## src/rtl/aux_input_pkg.sv

```systemverilog
// Constants shared by the auxiliary dedicated-input block
package aux_input_pkg;

	// Clock and derived timing
	localparam int unsigned CLK_HZ        = 20_000_000;
	localparam int unsigned REF_MIN_HZ    = 15;
	localparam int unsigned REF_MAX_HZ    = 5000;
	localparam int unsigned SHOW_ON_S     = 1;
	localparam int unsigned SHOW_PERIOD_S = 3;
	// Longest gap between reference edges before the reference counts as missing
	localparam int unsigned REF_TIMEOUT_CYC = (CLK_HZ + REF_MIN_HZ - 1) / REF_MIN_HZ;
	// Shortest acceptable gap between reference edges (highest frequency, rounded down)
	localparam int unsigned REF_MIN_PER_CYC = CLK_HZ / REF_MAX_HZ;
	localparam int unsigned SHOW_ON_CYC     = CLK_HZ * SHOW_ON_S;
	localparam int unsigned SHOW_PERIOD_CYC = CLK_HZ * SHOW_PERIOD_S;

	// Phase accumulator: one full turn is 2**32
	localparam int unsigned ACC_W          = 32;
	localparam int unsigned RANGE_DEF_HZ   = 10;
	localparam logic [31:0] RANGE_DEF_WORD =
		32'((64'(RANGE_DEF_HZ) << 32) / 64'(CLK_HZ));
	localparam logic [31:0] LOCK_TOL       = 32'h0400_0000;
	localparam logic [2:0]  LOCK_EDGES     = 3'h4;

	// Counter widths
	localparam int unsigned AGE_W  = 22;
	localparam int unsigned DISP_W = 26;

	// Interlock behaviours
	typedef enum logic [1:0] {
		IL_DISABLED,
		IL_GATE,
		IL_FORCE
	} il_mode_t;

	// Transient program sequencing
	typedef enum logic [1:0] {
		TR_IDLE,
		TR_ARMED,
		TR_RUN
	} tr_state_t;

endpackage : aux_input_pkg

```

## src/rtl/aux_input_sync_control.sv

```systemverilog
// Interlock, transient trigger and external phase-lock logic
//
// Overview of operation
// - Interlock input has three behaviours: disabled, gating, forcing.
// - Disabled: interlock input ignored when enabling output.
// - Gating: enable requests honoured only while contacts closed; closure alone enables nothing.
// - Gating: contacts opening while output enabled raises a fault.
// - Forcing: closed contacts enable output regardless of enable command.
// - Gating setting: 1 selects the mode, 0 leaves it.
// - Forcing setting: 1 selects the mode, 0 leaves it.
// - Trigger honoured only with external triggering on and program launched; then armed.
// - Armed program starts on a trigger rising edge only.
// - Armed program reports running while waiting for the trigger.
// - Only phase A locks; B and C keep their angles to A.
// - Programmable fixed phase offset between reference and phase A.
// - Lock only within target frequency plus or minus window, default 10 Hz.
// - Generated frequency stays clamped inside window, even without reference.
// - Programmable tracking speed for the phase-lock loop.
// - Reference is rising-edge, 15 to 5000 Hz; source keeps within it.
// - Lock status output as locked or unlocked.
// - While locked, show locked indication one second of every three.
// - Not locked shows unlocked indication.
`timescale 1ns/10ps
module aux_input_sync_control #(
	parameter int unsigned REF_TIMEOUT = aux_input_pkg::REF_TIMEOUT_CYC,
	parameter int unsigned SHOW_ON     = aux_input_pkg::SHOW_ON_CYC,
	parameter int unsigned SHOW_PERIOD = aux_input_pkg::SHOW_PERIOD_CYC
) (
	input  wire logic        MCLK_I,
	input  wire logic        RST_N_I,
	input  wire logic        INTERLOCK_INPUT_I,
	input  wire logic        TRANSIENT_START_INPUT_I,
	input  wire logic        SYNC_REF_I,
	input  wire logic        MODE_DISABLE_WR_I,
	input  wire logic        INTERLOCK_GATE_SETTING_WR_I,
	input  wire logic        INTERLOCK_GATE_SETTING_I,
	input  wire logic        INTERLOCK_FORCE_SETTING_WR_I,
	input  wire logic        INTERLOCK_FORCE_SETTING_I,
	input  wire logic        OUT_ON_REQ_I,
	input  wire logic        OUT_OFF_REQ_I,
	input  wire logic        FAULT_CLR_I,
	input  wire logic        EXT_TRIG_EN_I,
	input  wire logic        PROG_LAUNCH_I,
	input  wire logic        PROG_STOP_I,
	input  wire logic        SYNC_EN_I,
	input  wire logic [31:0] FREQUENCY_TARGET_I,
	input  wire logic        RANGE_WR_I,
	input  wire logic [31:0] RANGE_I,
	input  wire logic [3:0]  SPEED_I,
	input  wire logic [31:0] PHASE_OFFSET_SETTING_I,
	input  wire logic [15:0] PHASE_B_ANGLE_I,
	input  wire logic [15:0] PHASE_C_ANGLE_I,
	output logic             OUTPUT_ENABLE_O,
	output logic             FAULT_O,
	output logic             MODE_GATE_O,
	output logic             MODE_FORCE_O,
	output logic             PROG_RUNNING_O,
	output logic             PROG_WAIT_O,
	output logic             PROG_START_O,
	output logic [15:0]      PHASE_A_O,
	output logic [15:0]      PHASE_B_O,
	output logic [15:0]      PHASE_C_O,
	output logic [31:0]      FREQ_WORD_O,
	output logic             LOCKED_O,
	output logic             UNLOCKED_O,
	output logic             SYNC_SHOW_O
);

	////////////////////////////////////////////////////////////////////////////////
	// Input synchronisers: bit 0 interlock, bit 1 trigger, bit 2 reference
	logic [2:0] s1_r, s2_r, s3_r;
	logic [2:0] s1_nxt, s2_nxt, s3_nxt;
	logic       closed, trig_rise, ref_rise;

	always_comb
	begin
		s1_nxt = {SYNC_REF_I, TRANSIENT_START_INPUT_I, INTERLOCK_INPUT_I};
		s2_nxt = s1_r;
		s3_nxt = s2_r;
	end

	always_ff @(posedge MCLK_I)
	begin
		if (!RST_N_I)
		begin
			s1_r <= 3'h0;
			s2_r <= 3'h0;
			s3_r <= 3'h0;
		end
		else
		begin
			s1_r <= s1_nxt;
			s2_r <= s2_nxt;
			s3_r <= s3_nxt;
		end
	end

	assign closed    = s2_r[0];
	assign trig_rise = s2_r[1] & ~s3_r[1];
	assign ref_rise  = s2_r[2] & ~s3_r[2];

	////////////////////////////////////////////////////////////////////////////////
	// Interlock mode and output enable
	aux_input_pkg::il_mode_t mode_r, mode_nxt;
	logic en_r, en_nxt, out_r, out_nxt, fault_r, fault_nxt;

	always_comb
	begin
		mode_nxt = mode_r;
		if (MODE_DISABLE_WR_I)
			mode_nxt = aux_input_pkg::IL_DISABLED;
		else if (INTERLOCK_GATE_SETTING_WR_I)
		begin
			if (INTERLOCK_GATE_SETTING_I)
				mode_nxt = aux_input_pkg::IL_GATE;
			else if (mode_r == aux_input_pkg::IL_GATE)
				mode_nxt = aux_input_pkg::IL_DISABLED;
		end
		else if (INTERLOCK_FORCE_SETTING_WR_I)
		begin
			if (INTERLOCK_FORCE_SETTING_I)
				mode_nxt = aux_input_pkg::IL_FORCE;
			else if (mode_r == aux_input_pkg::IL_FORCE)
				mode_nxt = aux_input_pkg::IL_DISABLED;
		end

		en_nxt    = en_r;
		fault_nxt = fault_r & ~FAULT_CLR_I;
		if (OUT_OFF_REQ_I)
			en_nxt = 1'b0;
		// A pending fault refuses enable until software clears it
		else if (OUT_ON_REQ_I && !fault_r &&
			(mode_r != aux_input_pkg::IL_GATE || closed))
			en_nxt = 1'b1;
		if (mode_r == aux_input_pkg::IL_GATE && en_r && !closed)
		begin
			en_nxt    = 1'b0;
			fault_nxt = 1'b1;
		end
		// Forcing does not latch: opening the contacts drops the output again
		out_nxt = en_nxt | (mode_r == aux_input_pkg::IL_FORCE && closed);
	end

	always_ff @(posedge MCLK_I)
	begin
		if (!RST_N_I)
		begin
			mode_r  <= aux_input_pkg::IL_DISABLED;
			en_r    <= 1'b0;
			out_r   <= 1'b0;
			fault_r <= 1'b0;
		end
		else
		begin
			mode_r  <= mode_nxt;
			en_r    <= en_nxt;
			out_r   <= out_nxt;
			fault_r <= fault_nxt;
		end
	end

	assign OUTPUT_ENABLE_O = out_r;
	assign FAULT_O         = fault_r;
	assign MODE_GATE_O     = (mode_r == aux_input_pkg::IL_GATE);
	assign MODE_FORCE_O    = (mode_r == aux_input_pkg::IL_FORCE);

	////////////////////////////////////////////////////////////////////////////////
	// Transient program start
	aux_input_pkg::tr_state_t tr_r, tr_nxt;
	logic start_r, start_nxt;

	always_comb
	begin
		tr_nxt    = tr_r;
		start_nxt = 1'b0;
		unique case (tr_r)
			aux_input_pkg::TR_IDLE:
				if (PROG_LAUNCH_I)
				begin
					if (EXT_TRIG_EN_I)
						tr_nxt = aux_input_pkg::TR_ARMED;
					else
					begin
						tr_nxt    = aux_input_pkg::TR_RUN;
						start_nxt = 1'b1;
					end
				end
			aux_input_pkg::TR_ARMED:
				if (trig_rise)
				begin
					tr_nxt    = aux_input_pkg::TR_RUN;
					start_nxt = 1'b1;
				end
			aux_input_pkg::TR_RUN:
				tr_nxt = tr_r;
		endcase
		if (PROG_STOP_I)
		begin
			tr_nxt    = aux_input_pkg::TR_IDLE;
			start_nxt = 1'b0;
		end
	end

	always_ff @(posedge MCLK_I)
	begin
		if (!RST_N_I)
		begin
			tr_r    <= aux_input_pkg::TR_IDLE;
			start_r <= 1'b0;
		end
		else
		begin
			tr_r    <= tr_nxt;
			start_r <= start_nxt;
		end
	end

	assign PROG_RUNNING_O = (tr_r != aux_input_pkg::TR_IDLE);
	assign PROG_WAIT_O    = (tr_r == aux_input_pkg::TR_ARMED);
	assign PROG_START_O   = start_r;

	////////////////////////////////////////////////////////////////////////////////
	// Phase-lock engine
	logic [31:0]              acc_r, acc_nxt, inc_r, inc_nxt, range_r, range_nxt;
	logic [15:0]              phb_r, phb_nxt, phc_r, phc_nxt;
	logic [aux_input_pkg::AGE_W-1:0]  age_r, age_nxt;
	logic [aux_input_pkg::DISP_W-1:0] disp_r, disp_nxt;
	logic [2:0]               lcnt_r, lcnt_nxt;
	logic                     show_r, show_nxt;
	logic                     edge_ok, lost, in_win, locked;
	logic signed [31:0]       err, step;
	logic [31:0]              err_abs;
	logic signed [33:0]       sum, lo, hi, held;

	localparam int unsigned DISP_W = aux_input_pkg::DISP_W;

	always_comb
	begin
		edge_ok = ref_rise && (age_r >= aux_input_pkg::REF_MIN_PER_CYC);
		lost    = (age_r >= REF_TIMEOUT);
		err     = $signed(acc_r - PHASE_OFFSET_SETTING_I);
		err_abs = err[31] ? 32'(-err) : 32'(err);
		step    = err >>> (4'hF - SPEED_I);
		lo      = $signed({2'h0, FREQUENCY_TARGET_I}) - $signed({2'h0, range_r});
		hi      = $signed({2'h0, FREQUENCY_TARGET_I}) + $signed({2'h0, range_r});
		sum     = $signed({2'h0, inc_r}) - $signed({{2{step[31]}}, step});
		in_win  = (sum >= lo) && (sum <= hi);
		held    = (sum < lo) ? lo : ((sum > hi) ? hi : sum);
		range_nxt = RANGE_WR_I ? RANGE_I : range_r;
		age_nxt   = edge_ok ? '0 : (lost ? age_r : age_r + 1'b1);

		// Clamp holds even between edges, so a lost reference cannot drift
		inc_nxt = inc_r;
		if (!SYNC_EN_I)
			inc_nxt = FREQUENCY_TARGET_I;
		else if (edge_ok)
			inc_nxt = held[31:0];
		else if ($signed({2'h0, inc_r}) < lo)
			inc_nxt = lo[31:0];
		else if ($signed({2'h0, inc_r}) > hi)
			inc_nxt = hi[31:0];
		acc_nxt = acc_r + inc_r;
		phb_nxt = acc_nxt[31:16] + PHASE_B_ANGLE_I;
		phc_nxt = acc_nxt[31:16] + PHASE_C_ANGLE_I;

		lcnt_nxt = lcnt_r;
		if (!SYNC_EN_I || lost)
			lcnt_nxt = 3'h0;
		else if (edge_ok)
		begin
			if (in_win && err_abs < aux_input_pkg::LOCK_TOL)
				lcnt_nxt = (lcnt_r == aux_input_pkg::LOCK_EDGES) ? lcnt_r : lcnt_r + 3'h1;
			else
				lcnt_nxt = 3'h0;
		end
		locked = (lcnt_r == aux_input_pkg::LOCK_EDGES);

		if (!locked || disp_r >= DISP_W'(SHOW_PERIOD - 1))
			disp_nxt = '0;
		else
			disp_nxt = disp_r + 1'b1;
		show_nxt = locked && (disp_r < DISP_W'(SHOW_ON));
	end

	always_ff @(posedge MCLK_I)
	begin
		if (!RST_N_I)
		begin
			acc_r   <= 32'h0;
			inc_r   <= 32'h0;
			range_r <= aux_input_pkg::RANGE_DEF_WORD;
			phb_r   <= 16'h0;
			phc_r   <= 16'h0;
			age_r   <= '0;
			lcnt_r  <= 3'h0;
			disp_r  <= '0;
			show_r  <= 1'b0;
		end
		else
		begin
			acc_r   <= acc_nxt;
			inc_r   <= inc_nxt;
			range_r <= range_nxt;
			phb_r   <= phb_nxt;
			phc_r   <= phc_nxt;
			age_r   <= age_nxt;
			lcnt_r  <= lcnt_nxt;
			disp_r  <= disp_nxt;
			show_r  <= show_nxt;
		end
	end

	assign PHASE_A_O   = acc_r[31:16];
	assign PHASE_B_O   = phb_r;
	assign PHASE_C_O   = phc_r;
	assign FREQ_WORD_O = inc_r;
	assign LOCKED_O    = (lcnt_r == aux_input_pkg::LOCK_EDGES);
	assign UNLOCKED_O  = (lcnt_r != aux_input_pkg::LOCK_EDGES);
	assign SYNC_SHOW_O = show_r;
endmodule : aux_input_sync_control

```

## config.mk

```make
export PLATFORM = sky130hd
export DESIGN_NAME = aux_input_sync_control
export DESIGN_NICKNAME = d
export VERILOG_FILES = /design/src/rtl/aux_input_pkg.sv /design/src/rtl/aux_input_sync_control.sv
export SDC_FILE = /design/constraint.sdc
export NUM_CORES = 1
export LEC_CHECK = 0
export ABC_AREA = 1
export BUFFER_PORTS_ARGS = -buffer_cell sky130_fd_sc_hd__clkbuf_2
export CORE_AREA = 5 5 257 259
export DETAILED_ROUTE_END_ITERATION = 10
export DIE_AREA = 0 0 262 264
export PLACE_DENSITY = 0.54
export SYNTH_ARGS = -nofsm -noshare
export SYNTH_HDL_FRONTEND = slang
export SYNTH_SLANG_ARGS = --single-unit
```

## constraint.sdc

```tcl
create_clock -name MCLK_I -period 9.05 [get_ports MCLK_I]
set_clock_uncertainty 0.1 [all_clocks]
set_input_delay 1.81 -clock MCLK_I [delete_from_list [all_inputs] [get_ports MCLK_I]]
set_output_delay 1.81 -clock MCLK_I [all_outputs]
set_load 0.005 [all_outputs]
```

==> flow_summary.ini, run 1 <==
[setup_path]
criticalPathCategory = input pin to flip-flop
worst_setup_path_end_kind = flip-flop
worstPathRequired_ns = 9.40
cpMaxStageDelayCell = fa_1
cp_max_fo = 15
crit_top_cell = nand2_1
cp.arrival_ns = 8.81
r2r_cells = 48
critPathLaunchType = input pin
slowest_delay_ns = 0.46

[yosys]
ys.flop_type = dfxtp_1
ys_seq_area_frac = 0.156
ys_ff_latch = 196
synthCells = 4101
ys_async_sr_fraction = 0
synth_nets = 4582
synth_edf_count = 0
yosysWarningCount = 0
netlist_area_mm2 = 0.0251
syn_area_per_cell_um2 = 6.12
yosysUniqueCellTypes = 73

[power_and_ir_drop]
p_leak_uw = 0.0146
p_per_area_mw_per_mm2 = 383
peakVddDrop_mv = 0.411

[cells_and_area]
fin_area_mm2 = 0.0282
nets = 4820
drive_above_1_share = 0.116
syn_to_final_growth_pct = 12.3
layout.cells.non_filler = 5210
final_common_cell = nand2_1
utilization = 0.443
final_cell_mix = nand2_1, inv_1, a21oi_1

[run_status]
status = complete, no violations

[sta]
relSlewSlack = 0.258
finalMaxSlewViolations = 0
layout_setup_ws_ns = 0.589
finalSetupViolCount = 0
fin_crit_sh = 0.935
finalHoldViolations = 0
period_needed_ns = 8.46
fmax_mhz = 118
worstMarginPinSlew_ns = 1.11

[routing]
drt_wl_total_mm = 97.5
drc = 0
drtIter0Drc = 2462
avgViaCountPerCell = 5.24
drt_first_pass_iters = 6
vias = 27300
routedWlPerCell_um = 18.7
antenna_left = 0

[clock_network]
cts-root-buf = clkbuf_16
cts_hold_buf = 0
cts_tree = built
clock-sinks = 196
cts_max_level = 4
clk_pin_slew_ns = 0.09
ctsLongestPathBuffers = 2
cts_buffers = 17
clk_latency_ns = 0.51

[place]
postPlaceCellArea_mm2 = 0.0275
place_worst_setup_slack_ns = 0.0309
port_buffers = 239
hpwl_mm = 80.5
dp.cells = 5169
gp_congestion = 0.992

[floorplan]
ios = 240
initial_core_util = 0.394
core_area_mm2 = 0.0636
rows = 93
die_area_mm2 = 0.0692
die_w_um = 262
die_y_um = 264

[global_routing]
grt_pass1_vias = 25300
grtUsageTotal = 0.274
gr-total-overflow = 0
antenna_found_initial = 3
grt_max_degree = 82
grt_pass1_wl_mm = 148

[min_path]
worst_hold_path_type = flip-flop to flip-flop
hold_depth = 2

[flow_run]
maxCapViolations = 0
## repair_timing
item / in CTS / in global routing
resized for setup: 0 / 20
endpoints found under the setup margin: 0 / 35
buffers inserted: 0 / 6
## final cells by class
type | count | area (µm²)
repair buffers | 342 | 2050
diodes | 3 | 7.51
flip-flops and latches | 196 | 3920
clock inverters | 13 | 178
inverters | 677 | 2550
clock buffers | 19 | 433
well taps | 855 | 1070
fillers | 7057 | 35500
multi-input cells | 3105 | 18000
## where the power goes
part	leakage (µW)	switching (µW)	internal (µW)
clock	0.000295	438	400
sequential	0.00161	273	1050
combinational	0.0127	5450	3170
total	0.0146	6170	4620
## sequential cells by signal, summed over array words and instances, names as in the netlist
name and cells:
tr_r 2, PHASE_C_O 16, s2_r 3, PHASE_B_O 16
PROG_START_O 1, s1_r 3, OUTPUT_ENABLE_O 1, FAULT_O 1
range_r 32, mode_r 2, lcnt_r 3, FREQ_WORD_O 32
en_r 1, acc_r 32, SYNC_SHOW_O 1, age_r 22
s3_r 2, disp_r 26
## cells by family after synthesis
| logic type | Yosys count | synth area share |
|---|---|---|
| AND/OR/NAND/NOR | 1732 | 0.298 |
| AO/OA/AOI/OAI | 917 | 0.204 |
| buffers and inverters | 800 | 0.129 |
| adder cells (fa/ha/maj) | 331 | 0.167 |
| flip-flops | 196 | 0.156 |
| XOR/XNOR | 113 | 0.0410 |
| multiplexers | 12 | 0.00479 |
## through the flow
step / power, µW / TNS (ns) / hold WS [ns]
final: 10800 / 0 / 0.331
after global routing: 11800 / -0.00540 / 0.354
after CTS: 10600 / 0 / 0.336
after detailed placement: 9720 / 0 / 0.307
after global placement: 9770 / -0.131 / 0.312
after floorplan: 6670 / 0 / 0.290
## worst max-delay path: cells and delay by family
kind	cells	cell delay, ns
AOI/OAI and AO/OA	14	2.46
xor gates and xnor gates	1	0.26
buffers and inverters	8	0.88
adders and majority gates	4	1.27
and+or+nand+nor	21	2.08
## final timing paths
kind / to / slack, ns / startpoint
max reg2reg: lcnt_r[1]$_SDFFE_PP0P_ / 1.57 / acc_r[0]$_SDFF_PN0_
min: s2_r[1]$_SDFF_PN0_ / 0.33 / s1_r[1]$_SDFF_PN0_
max: lcnt_r[1]$_SDFFE_PP0P_ / 0.59 / PHASE_OFFSET_SETTING_I[0]
min reg2reg: s2_r[1]$_SDFF_PN0_ / 0.33 / s1_r[1]$_SDFF_PN0_
## metal layers
metal	GRT usage	routed length, µm	vias to the layer above
met5	0	20	-
met4	0.0913	3400	2
met3	0.0319	6120	111
met2	0.429	42300	849
met1	0.390	45700	12400
li1	-	-	13900
## synthesized netlist by cell type, drive strengths merged (13+ instances only)
library cell  count  area, µm²
nand2           995       3830
inv             670       2520
a21oi           431       2230
nor2            339       1350
ha              324       4050
o21ai           324       1630
nand3           199       1070
dfxtp           196       3920
xor2             87        781
nor3             72        365
buf              67        487
nand4            67        419
clkbuf           56        211
o211ai           41        308
xnor2            26        246
o21bai           25        206
nor4             22        165
o21a             20        150
a21o             15        113
a211oi           13       97.6
a31oi            13       81.3
No activity file was read; power rests on OpenSTA's default activity.
==> inputs of run 2 (changes only) <==
PLACE_DENSITY = 0.55   (was 0.54)
==> flow_summary.ini, run 2 (synthesized netlist as in run 1, its figures left out) <==
[place]
hpwl_mm = 79.0
port_buffers = 239
gp_congestion = 1.00

[floorplan]
initial_core_util = 0.394
die_y_um = 264
die_w_um = 262
ios = 240
core_area_mm2 = 0.0636
rows = 93
die_area_mm2 = 0.0692

[cells_and_area]
syn_to_final_growth_pct = 10.7
final_common_cell = nand2_1
nets = 4777
utilization = 0.436
final_cell_mix = nand2_1, inv_1, a21oi_1
drive_above_1_share = 0.107

[global_routing]
gr-total-overflow = 0
grt_max_degree = 83
grt_pass1_vias = 25000
antenna_found_initial = 3
grt_pass1_wl_mm = 144
grtUsageTotal = 0.266

[power_and_ir_drop]
p_comb_frac = 0.797
switching_share = 0.588
clkPwrFrac = 0.077
peakVddDrop_mv = 0.215
p_leak_uw = 0.0143
p_switching_uw = 6030
p_per_area_mw_per_mm2 = 369
p_int_uw = 4220
p_seq_frac = 0.126

[clock_network]
clk_latency_ns = 0.49
cts_max_level = 4
clk_pin_slew_ns = 0.08
cts_resized = 0
cts_hold_buf = 0
ctsLongestPathBuffers = 2
cts-root-buf = clkbuf_16
clock-sinks = 196
post_cts_buffers = 0
cts_buffers = 17
cts_tree = built

[routing]
drt_wl_total_mm = 95.1
antenna_left = 0
drc = 0
routedWlPerCell_um = 18.4
avgViaCountPerCell = 5.25
drt_first_pass_iters = 8
vias = 27100
drtIter0Drc = 2320

[setup_path]
worst_setup_path_end_kind = flip-flop
r2r-start = acc_r[0]$_SDFF_PN0_
r2r_cells = 47
crit_start = PHASE_OFFSET_SETTING_I[0]
crit_buf_inv = 7
critPathLaunchType = input pin
ff2ff_setup_slack_ns = 1.68
r2r_end = FREQ_WORD_O[28]$_SDFFE_PN0P_
cpMaxStageDelayCell = fa_1
cp_max_fo = 19
crit_top_cell = nand2_1
slowest_delay_ns = 0.47
criticalPathCategory = input pin to flip-flop
path_delay_family = compound AO/OA/AOI/OAI gates
worstPathRequired_ns = 9.37
cp.arrival_ns = 8.68

[sta]
rsz0062_at_grt = false
hold_slack_ns = 0.317
period_needed_ns = 8.36
finalHoldViolations = 0
relSlewSlack = 0.238
finalMaxSlewViolations = 0
fin_crit_sh = 0.923
worstMarginPinSlew_ns = 1.14
fmax_mhz = 120
finalSetupViolCount = 0

[min_path]
hp-start = s1_r[1]$_SDFF_PN0_
hold_depth = 2
worst_hold_path_type = flip-flop to flip-flop
min_to = s2_r[1]$_SDFF_PN0_

[flow_run]
maxCapViolations = 0

[run_status]
status = complete, no violations
-- run 2: per-stage QoR --
stage | TNS, ns | cell area (µm²) | cells | total power (µW) | setup WS [ns]
global placement | -7.59 | 27200 | 5132 | 9300 | -0.261
detailed placement | -6.86 | 27200 | 5132 | 9280 | -0.274
CTS | 0 | 27700 | 5163 | 10100 | 0.246
global route | 0 | 27800 | 5166 | 11200 | 0.000161
floorplan | 0 | 25100 | 4101 | 6670 | 1.36
finish | 0 | 27800 | 5166 | 10200 | 0.693
-- run 2: how the worst max path moves through the flow --
stage | to | slack, ns | cells after the start
2_1_floorplan | FREQ_WORD_O[28]$_SDFFE_PN0P_ | 1.36 | 50
3_3_place_gp | lcnt_r[2]$_SDFFE_PP0P_ | -0.26 | 53
3_5_place_dp | lcnt_r[2]$_SDFFE_PP0P_ | -0.27 | 53
4_1_cts | lcnt_r[2]$_SDFFE_PP0P_ | 0.25 | 53
5_1_grt | FREQ_WORD_O[28]$_SDFFE_PN0P_ | 0.0002 | 46
6_report | FREQ_WORD_O[28]$_SDFFE_PN0P_ | 0.69 | 47
-- run 2: layer usage --
layer	track usage	routed length, µm
met5	0	0
met4	0.0941	3480
met3	0.0369	6030
met2	0.415	41300
met1	0.375	44300
-- run 2: power by group through the flow --
stage	Sequential, µW	Combinational, µW	Clock [µW]
4_1_cts	1280	8030	814
2_1_floorplan	1190	5480	0
5_1_grt	1300	9080	845
3_3_place_gp	1300	7990	0
3_5_place_dp	1300	7980	0
6_report	1290	8160	789
-- run 2: cell type report --
| type | instances | area [µm²] |
|---|---|---|
| Inverter | 677 | 2550 |
| Clock inverter | 13 | 138 |
| Antenna cell | 3 | 7.51 |
| Tap cell | 855 | 1070 |
| Sequential cell | 196 | 3920 |
| Fill cell | 7042 | 35900 |
| Clock buffer | 18 | 439 |
| Timing Repair Buffer | 299 | 1700 |
| Multi-Input combinational cell | 3105 | 17900 |
-- run 2: tightest hold or removal path: stages (launching register included) --
cell	delay, ns
dfxtp_1	0.31
nand2_1	0.04
inv_1	0.04
